--- config.mk ---
export PLATFORM = sky130hd
export DESIGN_NAME = hub_port_config_registers
export DESIGN_NICKNAME = d
export VERILOG_FILES = /design/src/design/hub_cfg_pkg.sv /design/src/design/hub_port_config_registers.sv
export VERILOG_INCLUDE_DIRS = /design/src /design/src/design
export SDC_FILE = /design/constraint.sdc
export NUM_CORES = 1
export LEC_CHECK = 0
export BUFFER_PORTS_ARGS = -buffer_cell sky130_fd_sc_hd__clkbuf_2
export CORE_MARGIN = 2
export CORE_UTILIZATION = 40
export CTS_CLUSTER_SIZE = 20
export DETAILED_ROUTE_END_ITERATION = 7
export PLACE_DENSITY = 0.58
export SLEW_MARGIN = 40
export SYNTH_ARGS = -nofsm -noshare
export SYNTH_HDL_FRONTEND = slang
export SYNTH_SLANG_ARGS = --single-unit
--- constraint.sdc ---
create_clock -name clk -period 7.5 [get_ports clk]
set_input_delay 0.375 -clock clk [delete_from_list [all_inputs] [get_ports clk]]
set_output_delay 0.375 -clock clk [all_outputs]
set_load 0.02 [all_outputs]
--- src/design/hub_cfg_map.svh ---
`ifndef HUB_CFG_MAP_SVH
`define HUB_CFG_MAP_SVH

// Register indices (printed offsets, not multiples of four): byte address = 4 * index
`define SERIAL_TEXT_FIRST 8'h92
`define SERIAL_TEXT_LAST 8'hcf
`define SERIAL_LENGTH_IDX 8'h15
`define CHARGE_ENABLE_IDX 8'hd0
`define UP_DRIVE_IDX 8'hf6
`define DN_DRIVE_IDX 8'hf8
`define PIN_SWAP_IDX 8'hfa

// Field layout
`define CHARGE_P1_BIT 1
`define CHARGE_P2_BIT 2
`define SWAP_UP_BIT 0
`define SWAP_P1_BIT 1
`define SWAP_P2_BIT 2
`define SERIAL_LEN_MAX 8'h1f
`define SERIAL_TEXT_BYTES 62

// Writable masks; reserved bits read zero
`define CHARGE_MASK 8'h06
`define UP_DRIVE_MASK 8'h03
`define DN_DRIVE_MASK 8'h0f
`define SWAP_MASK 8'h07
`define RESET_BYTE 8'h00

`endif

--- src/design/hub_cfg_pkg.sv ---
package hub_cfg_pkg;

    typedef enum logic [1:0] {
        BOOST_NORMAL = 2'b00,
        BOOST_PLUS4 = 2'b01,
        BOOST_PLUS8 = 2'b10,
        BOOST_PLUS12 = 2'b11
    } boost_level_t;

    typedef struct packed {
        boost_level_t upstream_boost_level;
        boost_level_t port1_boost_level;
        boost_level_t port2_boost_level;
    } drive_cfg_t;

    typedef struct packed {
        logic up_swap;
        logic port1_swap;
        logic port2_swap;
    } swap_cfg_t;

    typedef enum logic [1:0] {
        RD_IDLE = 2'b00,
        RD_RESP = 2'b01
    } rd_state_t;

endpackage

--- src/design/hub_port_config_registers.sv ---
// Chosen here: the AXI4-Lite interface to the registers.
`timescale 1ns/100ps
`include "hub_cfg_map.svh"

// Notes on behaviour
// - Serial text bytes 0x92-0xcf, read/write, reset zero
// - Length register in characters, max 31, reset zero; any written value is stored without clamping
// - Charge enable bits 2 and 1 per port
// - Charge enable one activates charging on port
// - Upstream boost field bits 1:0, reset 00
// - Boost codes: normal, +4, +8, +12 percent
// - Port 2 boost bits 3:2, upper reserved
// - Port 1 boost bits 1:0, reset 00
// - Swap bits: 0 upstream, 1 port1, 2 port2
// - Swap one exchanges positive and negative pins
module hub_port_config_registers (
    input wire logic clk,
    input wire logic rst_b,
    input wire logic [31:0] s_axi_awaddr,
    input wire logic s_axi_awvalid,
    output logic s_axi_awready,
    input wire logic [31:0] s_axi_wdata,
    input wire logic [3:0] s_axi_wstrb,
    input wire logic s_axi_wvalid,
    output logic s_axi_wready,
    output logic [1:0] s_axi_bresp,
    output logic s_axi_bvalid,
    input wire logic s_axi_bready,
    input wire logic [31:0] s_axi_araddr,
    input wire logic s_axi_arvalid,
    output logic s_axi_arready,
    output logic [31:0] s_axi_rdata,
    output logic [1:0] s_axi_rresp,
    output logic s_axi_rvalid,
    input wire logic s_axi_rready,
    output logic [1:0] port_charge_enable_q,
    output hub_cfg_pkg::drive_cfg_t drive_cfg_q,
    output hub_cfg_pkg::swap_cfg_t pin_swap_q,
    output logic [7:0] serial_number_length_q,
    input wire logic [5:0] serial_text_rd_index,
    output logic [7:0] serial_text_rd_byte_q
);

    // ==========================================================
    // Decode helpers
    // ==========================================================
    // Index from a byte address; misaligned or out-of-map addresses decode as unmapped except for read data, which still follows index bits 9:2
    function automatic logic addr_ok(input logic [31:0] a);
        addr_ok = (a[1:0] == 2'b00) && (a[31:10] == 22'h000000);
    endfunction

    function automatic logic is_text(input logic [7:0] idx);
        is_text = (idx >= `SERIAL_TEXT_FIRST) && (idx <= `SERIAL_TEXT_LAST);
    endfunction

    function automatic logic mapped(input logic [7:0] idx);
        mapped = is_text(idx) || idx == `SERIAL_LENGTH_IDX || idx == `CHARGE_ENABLE_IDX
            || idx == `UP_DRIVE_IDX || idx == `DN_DRIVE_IDX || idx == `PIN_SWAP_IDX;
    endfunction

    // ==========================================================
    // Register storage
    // ==========================================================
    logic [7:0] serial_text_q [0:`SERIAL_TEXT_BYTES-1];
    logic [7:0] charge_q;
    logic [7:0] up_drive_q;
    logic [7:0] dn_drive_q;
    logic [7:0] swap_q;
    logic [7:0] length_q;

    // ==========================================================
    // Write channel
    // ==========================================================
    logic aw_held_q;
    logic w_held_q;
    logic [31:0] awaddr_q;
    logic [7:0] wbyte_q;
    logic wlane_q;
    logic do_write;
    logic [7:0] widx;
    logic wok;

    // Address and data are accepted in either order; the write lands once both are held
    assign do_write = aw_held_q && w_held_q && !s_axi_bvalid;
    assign widx = awaddr_q[9:2];
    assign wok = addr_ok(awaddr_q) && mapped(widx);

    always_ff @(posedge clk) begin
        if (!rst_b) begin
            aw_held_q <= 1'b0;
            awaddr_q <= 32'h00000000;
        end else if (s_axi_awvalid && s_axi_awready) begin
            aw_held_q <= 1'b1;
            awaddr_q <= s_axi_awaddr;
        end else if (do_write) begin
            aw_held_q <= 1'b0;
        end
    end

    always_ff @(posedge clk) begin
        if (!rst_b) begin
            w_held_q <= 1'b0;
            wbyte_q <= `RESET_BYTE;
            wlane_q <= 1'b0;
        end else if (s_axi_wvalid && s_axi_wready) begin
            w_held_q <= 1'b1;
            wbyte_q <= s_axi_wdata[7:0];
            wlane_q <= s_axi_wstrb[0];
        end else if (do_write) begin
            w_held_q <= 1'b0;
        end
    end

    always_ff @(posedge clk) begin
        if (!rst_b) begin
            s_axi_awready <= 1'b0;
            s_axi_wready <= 1'b0;
        end else begin
            s_axi_awready <= !aw_held_q && !(s_axi_awvalid && s_axi_awready);
            s_axi_wready <= !w_held_q && !(s_axi_wvalid && s_axi_wready);
        end
    end

    always_ff @(posedge clk) begin
        if (!rst_b) begin
            s_axi_bvalid <= 1'b0;
            s_axi_bresp <= 2'b00;
        end else if (do_write) begin
            s_axi_bvalid <= 1'b1;
            s_axi_bresp <= wok ? 2'b00 : 2'b10;
        end else if (s_axi_bready) begin
            s_axi_bvalid <= 1'b0;
        end
    end

    // Only lane 0 carries the byte-wide register; other lanes are ignored
    always_ff @(posedge clk) begin
        if (!rst_b) begin
            for (int i = 0; i < `SERIAL_TEXT_BYTES; i++) begin
                serial_text_q[i] <= `RESET_BYTE;
            end
        end else if (do_write && wok && wlane_q && is_text(widx)) begin
            serial_text_q[6'(widx - `SERIAL_TEXT_FIRST)] <= wbyte_q;
        end
    end

    // Length is stored as written; software keeps it within the maximum of 31
    always_ff @(posedge clk) begin
        if (!rst_b) begin
            length_q <= `RESET_BYTE;
        end else if (do_write && wok && wlane_q && widx == `SERIAL_LENGTH_IDX) begin
            length_q <= wbyte_q;
        end
    end

    always_ff @(posedge clk) begin
        if (!rst_b) begin
            charge_q <= `RESET_BYTE;
            up_drive_q <= `RESET_BYTE;
            dn_drive_q <= `RESET_BYTE;
            swap_q <= `RESET_BYTE;
        end else if (do_write && wok && wlane_q) begin
            if (widx == `CHARGE_ENABLE_IDX) begin
                charge_q <= wbyte_q & `CHARGE_MASK;
            end
            if (widx == `UP_DRIVE_IDX) begin
                up_drive_q <= wbyte_q & `UP_DRIVE_MASK;
            end
            if (widx == `DN_DRIVE_IDX) begin
                dn_drive_q <= wbyte_q & `DN_DRIVE_MASK;
            end
            if (widx == `PIN_SWAP_IDX) begin
                swap_q <= wbyte_q & `SWAP_MASK;
            end
        end
    end

    // ==========================================================
    // Read channel
    // ==========================================================
    hub_cfg_pkg::rd_state_t rd_state_q;
    logic [7:0] ridx;
    logic [7:0] rbyte;

    assign ridx = s_axi_araddr[9:2];

    always_comb begin
        rbyte = `RESET_BYTE;
        if (is_text(ridx)) begin
            rbyte = serial_text_q[6'(ridx - `SERIAL_TEXT_FIRST)];
        end else begin
            case (ridx)
                `SERIAL_LENGTH_IDX: rbyte = length_q;
                `CHARGE_ENABLE_IDX: rbyte = charge_q;
                `UP_DRIVE_IDX: rbyte = up_drive_q;
                `DN_DRIVE_IDX: rbyte = dn_drive_q;
                `PIN_SWAP_IDX: rbyte = swap_q;
                default: rbyte = `RESET_BYTE;
            endcase
        end
    end

    always_ff @(posedge clk) begin
        if (!rst_b) begin
            rd_state_q <= hub_cfg_pkg::RD_IDLE;
            s_axi_arready <= 1'b0;
            s_axi_rvalid <= 1'b0;
            s_axi_rdata <= 32'h00000000;
            s_axi_rresp <= 2'b00;
        end else begin
            case (rd_state_q)
                hub_cfg_pkg::RD_IDLE: begin
                    s_axi_arready <= !(s_axi_arvalid && s_axi_arready);
                    if (s_axi_arvalid && s_axi_arready) begin
                        rd_state_q <= hub_cfg_pkg::RD_RESP;
                        s_axi_rvalid <= 1'b1;
                        s_axi_rdata <= {24'h000000, rbyte};
                        s_axi_rresp <= (addr_ok(s_axi_araddr) && mapped(ridx)) ? 2'b00 : 2'b10;
                    end
                end
                hub_cfg_pkg::RD_RESP: begin
                    s_axi_arready <= 1'b0;
                    if (s_axi_rready) begin
                        s_axi_rvalid <= 1'b0;
                        rd_state_q <= hub_cfg_pkg::RD_IDLE;
                    end
                end
                default: rd_state_q <= hub_cfg_pkg::RD_IDLE;
            endcase
        end
    end

    // ==========================================================
    // Configuration outputs to port logic
    // ==========================================================
    always_ff @(posedge clk) begin
        if (!rst_b) begin
            port_charge_enable_q <= 2'b00;
            drive_cfg_q <= '0;
            pin_swap_q <= '0;
            serial_number_length_q <= `RESET_BYTE;
            serial_text_rd_byte_q <= `RESET_BYTE;
        end else begin
            port_charge_enable_q <= {charge_q[`CHARGE_P2_BIT], charge_q[`CHARGE_P1_BIT]};
            drive_cfg_q.upstream_boost_level <= hub_cfg_pkg::boost_level_t'(up_drive_q[1:0]);
            drive_cfg_q.port1_boost_level <= hub_cfg_pkg::boost_level_t'(dn_drive_q[1:0]);
            drive_cfg_q.port2_boost_level <= hub_cfg_pkg::boost_level_t'(dn_drive_q[3:2]);
            pin_swap_q.up_swap <= swap_q[`SWAP_UP_BIT];
            pin_swap_q.port1_swap <= swap_q[`SWAP_P1_BIT];
            pin_swap_q.port2_swap <= swap_q[`SWAP_P2_BIT];
            serial_number_length_q <= length_q;
            // Index beyond 61 returns zero rather than aliasing
            serial_text_rd_byte_q <= (serial_text_rd_index < 6'd62) ?
                serial_text_q[serial_text_rd_index] : `RESET_BYTE;
        end
    end

    // ==========================================================
    // Checks
    // ==========================================================
    property p_charge_out;
        @(posedge clk) disable iff (!rst_b)
        ##1 port_charge_enable_q == {$past(charge_q[2]), $past(charge_q[1])};
    endproperty
    a_charge_out: assert property (p_charge_out) else $error("charge enable mismatch");

    property p_charge_reserved;
        @(posedge clk) disable iff (!rst_b)
        (charge_q & ~`CHARGE_MASK) == 8'h00;
    endproperty
    a_charge_reserved: assert property (p_charge_reserved) else $error("charge reserved set");

    property p_up_reserved;
        @(posedge clk) disable iff (!rst_b)
        up_drive_q[7:2] == 6'h00;
    endproperty
    a_up_reserved: assert property (p_up_reserved) else $error("upstream reserved set");

    property p_dn_reserved;
        @(posedge clk) disable iff (!rst_b)
        dn_drive_q[7:4] == 4'h0;
    endproperty
    a_dn_reserved: assert property (p_dn_reserved) else $error("downstream reserved set");

    property p_port1_boost;
        @(posedge clk) disable iff (!rst_b)
        ##1 drive_cfg_q.port1_boost_level == $past(dn_drive_q[1:0]);
    endproperty
    a_port1_boost: assert property (p_port1_boost) else $error("port1 boost mismatch");

    property p_up_boost;
        @(posedge clk) disable iff (!rst_b)
        ##1 drive_cfg_q.upstream_boost_level == $past(up_drive_q[1:0]);
    endproperty
    a_up_boost: assert property (p_up_boost) else $error("upstream boost mismatch");

    property p_swap_out;
        @(posedge clk) disable iff (!rst_b)
        ##1 pin_swap_q == {$past(swap_q[`SWAP_UP_BIT]), $past(swap_q[`SWAP_P1_BIT]),
            $past(swap_q[`SWAP_P2_BIT])};
    endproperty
    a_swap_out: assert property (p_swap_out) else $error("swap mismatch");

    property p_rdata_high_zero;
        @(posedge clk) disable iff (!rst_b)
        s_axi_rvalid |-> s_axi_rdata[31:8] == 24'h000000;
    endproperty
    a_rdata_high_zero: assert property (p_rdata_high_zero) else $error("upper read bits set");

    property p_text_write;
        @(posedge clk) disable iff (!rst_b)
        (do_write && wok && wlane_q && is_text(widx)) |=>
            serial_text_q[6'($past(widx) - `SERIAL_TEXT_FIRST)] == $past(wbyte_q);
    endproperty
    a_text_write: assert property (p_text_write) else $error("text byte not stored");

    property p_len_write;
        @(posedge clk) disable iff (!rst_b)
        (do_write && wok && wlane_q && widx == `SERIAL_LENGTH_IDX) |=> length_q == $past(wbyte_q);
    endproperty
    a_len_write: assert property (p_len_write) else $error("length not stored");

endmodule

==> reports/metrics.cfg <==
[clock_network]
cts_tree=built
cts_root_buffer=clkbuf_16
clockBufferDepth=3
clock-sinks=616
htreeDepth=3
cts_made_buffers=70
clk_pin_slew_worst_paths_ps=60
post_cts_buffers=0
clk_latency_ps=620

[global_routing]
gr-total-overflow=0
grt_usage=0.285
use_met2=0.447
grt_most_used_layer=met2
grt_pass1_wl_um=165000
grt_pass1_vias=23081
grt_max_degree=82
gr-usage-met3=0.0603
antenna_found_initial=4
use_met1=0.365

[sta]
fin_crit_ps=4370
hold_viol_final=0
finalSetupViolations=0
slew_viol_final=0
tightest_slew_ps=1080
period_share=0.582
fmax_mhz=229
fin_skew_ps=23.7
slew-limit-headroom=0.275
tns_ps=0
rsz0062_at_grt=no

[synthesis]
ys_ff_latch=616
synthCells=2533
synth_flop_cell=edfxtp_1
ys_seq_area_frac=0.557
async_flop_share=0
syn_avg_cell_area_sq_um=12.4
synth_edf_count=512
syn_area_sq_um=31300
synth_top_area_frac=0.491
yosysUniqueCellTypes=70
ys_warn_count=0
ys_top_cells_by_area=edfxtp_1 (49%), mux4_2 (14%), dfxtp_1 (6.6%), nor2_1 (6.1%), mux2i_1 (4.2%)
yosysTopAreaCell=edfxtp_1

[power_and_ir_drop]
peakVddDrop_v=0.000130
p_leak_nw=12.1
p_total_mw=8.26
powerDensity_nw_per_um2=230

[finish]
syn2layout_area_growth_pct=14.5
layout-drive-gt1-share=0.223
fin_nets=2768

[floorplan]
ios=181
core_area_sq_um=77500
fp.dieH_um=284
start_util=0.404
row_count=102
die_x_um=284
dieArea_sq_um=80500

[routing]
drt_iter0_drc=3411
via_count=23724
drc=0
final_antenna_net_count=0
wirelength_um=117000
dr.pass1.iters=6
via_per_inst=6.33
wl_per_cell_um=31.2

[critical_path]
critPathRequiredTime_ps=7740
startpoint_type=flip-flop
cp-end-kind=flip-flop
critPathMaxFanout=42
cp.arrival_ps=4610
critPathKind=reg -> reg
r2r_slack_ps=3130

[flow_run]
maxCapViolations=0

[hold_path]
min_path_type=in -> reg

[placed_design]
gp_congestion=0.972
port_buffers=127
dp.final_hpwl_um=79700

[status]
status=finished clean

-- Yosys cell counts, drive strengths merged, types with 4 or more instances --
library cell  instances
nor3                 13
mux4                195
o221a                 7
dfxtp               104
edfxtp              512
o221ai               42
clkbuf              138
nand2               226
nor2                527
a21o                  4
o211ai               10
inv                  12
o2111ai               5
xor2                  4
o31a                  4
or2                   4
o22ai                37
a21boi               45
a21oi                23
nand3                56
o21ai               103
a211oi               27
nand2b                8
and3                  6
mux2i               132
and2                 21
buf                 100
o22a                  5
mux2                 30
or3                   4
nor4                 16
nor2b                28
nor3b                 5
and4                  5
o32ai                 8
nand4                15
a22oi                 7
a31oi                 7
-- kinds of logic after synthesis --
kind of cell    Yosys count  share of synthesized area
simple gates            949                      0.134
flops                   616                      0.557
mux                     357                      0.193
compound gates          352                     0.0768
buf+inv                 251                     0.0364
xor+xnor                  6                    0.00168
fa+ha+maj                 1                   0.000399
other cells               1                   0.000120
-- worst paths after layout --
path,from,endpoint,cells after the start
max,awaddr_q[31],serial_text_q[33][3],7
min,s_axi_awaddr[5],awaddr_q[5],3
max reg2reg,awaddr_q[31],serial_text_q[33][3],7
min reg2reg,awaddr_q[18],awaddr_q[18],2
-- cell type report --
| cell class | count | area, sq um |
|---|---|---|
| antenna | 1 | 2.50 |
| timing repair buffer | 246 | 1730 |
| inverter | 13 | 48.8 |
| sequential | 616 | 17500 |
| multi-input combinational | 1707 | 13000 |
| tap | 1040 | 1300 |
| clock buffer | 91 | 1950 |
| fill | 7014 | 41600 |
| clock inverter | 35 | 304 |
-- layout by cell type, fill, tap and decap left out, types with 8 or more instances in the layout --
cell type / n
o21ai_0: 82
nor2_1: 507
a21oi_1: 23
o32ai_1: 8
nand3_1: 46
nand3_2: 8
mux4_2: 195
a211oi_1: 27
inv_1: 12
nand4_1: 14
nor2_4: 20
dlygate4sd3_1: 37
clkbuf_1: 12
and2_1: 20
buf_4: 77
conb_1: 42
o211ai_1: 10
mux2_2: 30
o21ai_2: 18
clkinv_1: 20
nor4_1: 16
nor2b_1: 28
edfxtp_1: 512
nand2_1: 221
o22ai_1: 37
o221ai_1: 42
a21boi_0: 45
mux2i_1: 132
clkbuf_16: 73
nor3_1: 13
clkbuf_2: 121
dfxtp_1: 103
-- through the flow --
step | hold WS, ps | worst slack (ps) | cell area [sq um] | util | std cells
floorplan | 423 | 4490 | 31500 | - | 2574
global placement | 458 | 3020 | 33000 | 0.426 | 3582
detailed placement | 459 | 3080 | 33200 | 0.428 | 3584
CTS | 0.309 | 3110 | 35800 | 0.462 | 3747
global route | 18.8 | 2860 | 35800 | 0.463 | 3748
finish | 15.1 | 3130 | 35800 | 0.463 | 3749
-- layer usage --
layer | part of all wire | wire length [um]
met5 | 0 | 0
met4 | 0.064 | 7530
met3 | 0.11 | 12800
met2 | 0.47 | 54700
met1 | 0.36 | 42100
-- where the power goes --
part | leakage (nW) | switching, mW | internal (mW)
sequential | 6.12 | 0.0769 | 3.81
clock | 1.10 | 1.43 | 2.01
combinational | 4.92 | 0.596 | 0.338
-- sequential cells by signal (all words and copies together) (netlist names), 2 cells and up --
name,count
s_axi_rdata,8
port_charge_enable_q,2
awaddr_q,32
swap_q,3
serial_text_q,512
wbyte_q,8
up_drive_q,2
serial_text_rd_byte_q,8
charge_q,2
drive_cfg_q,6
length_q,8
pin_swap_q,3
serial_number_length_q,8
dn_drive_q,4
-- critical path, stage by stage, from the launching register on --
cell and delay (ps):
dfxtp_1 320, nor4_1 510, and4_1 330, nand4_1 170, nor3_1 690, nand3_2 750
buf_4 550, o21ai_2 590
-- what timing repair did --
item / in CTS / in global routing
hold buffers: 37 / 0
resized for setup: 0 / 0
endpoints found under the hold margin: 37 / 0
Note: power is estimated with default switching activity, not from simulation.
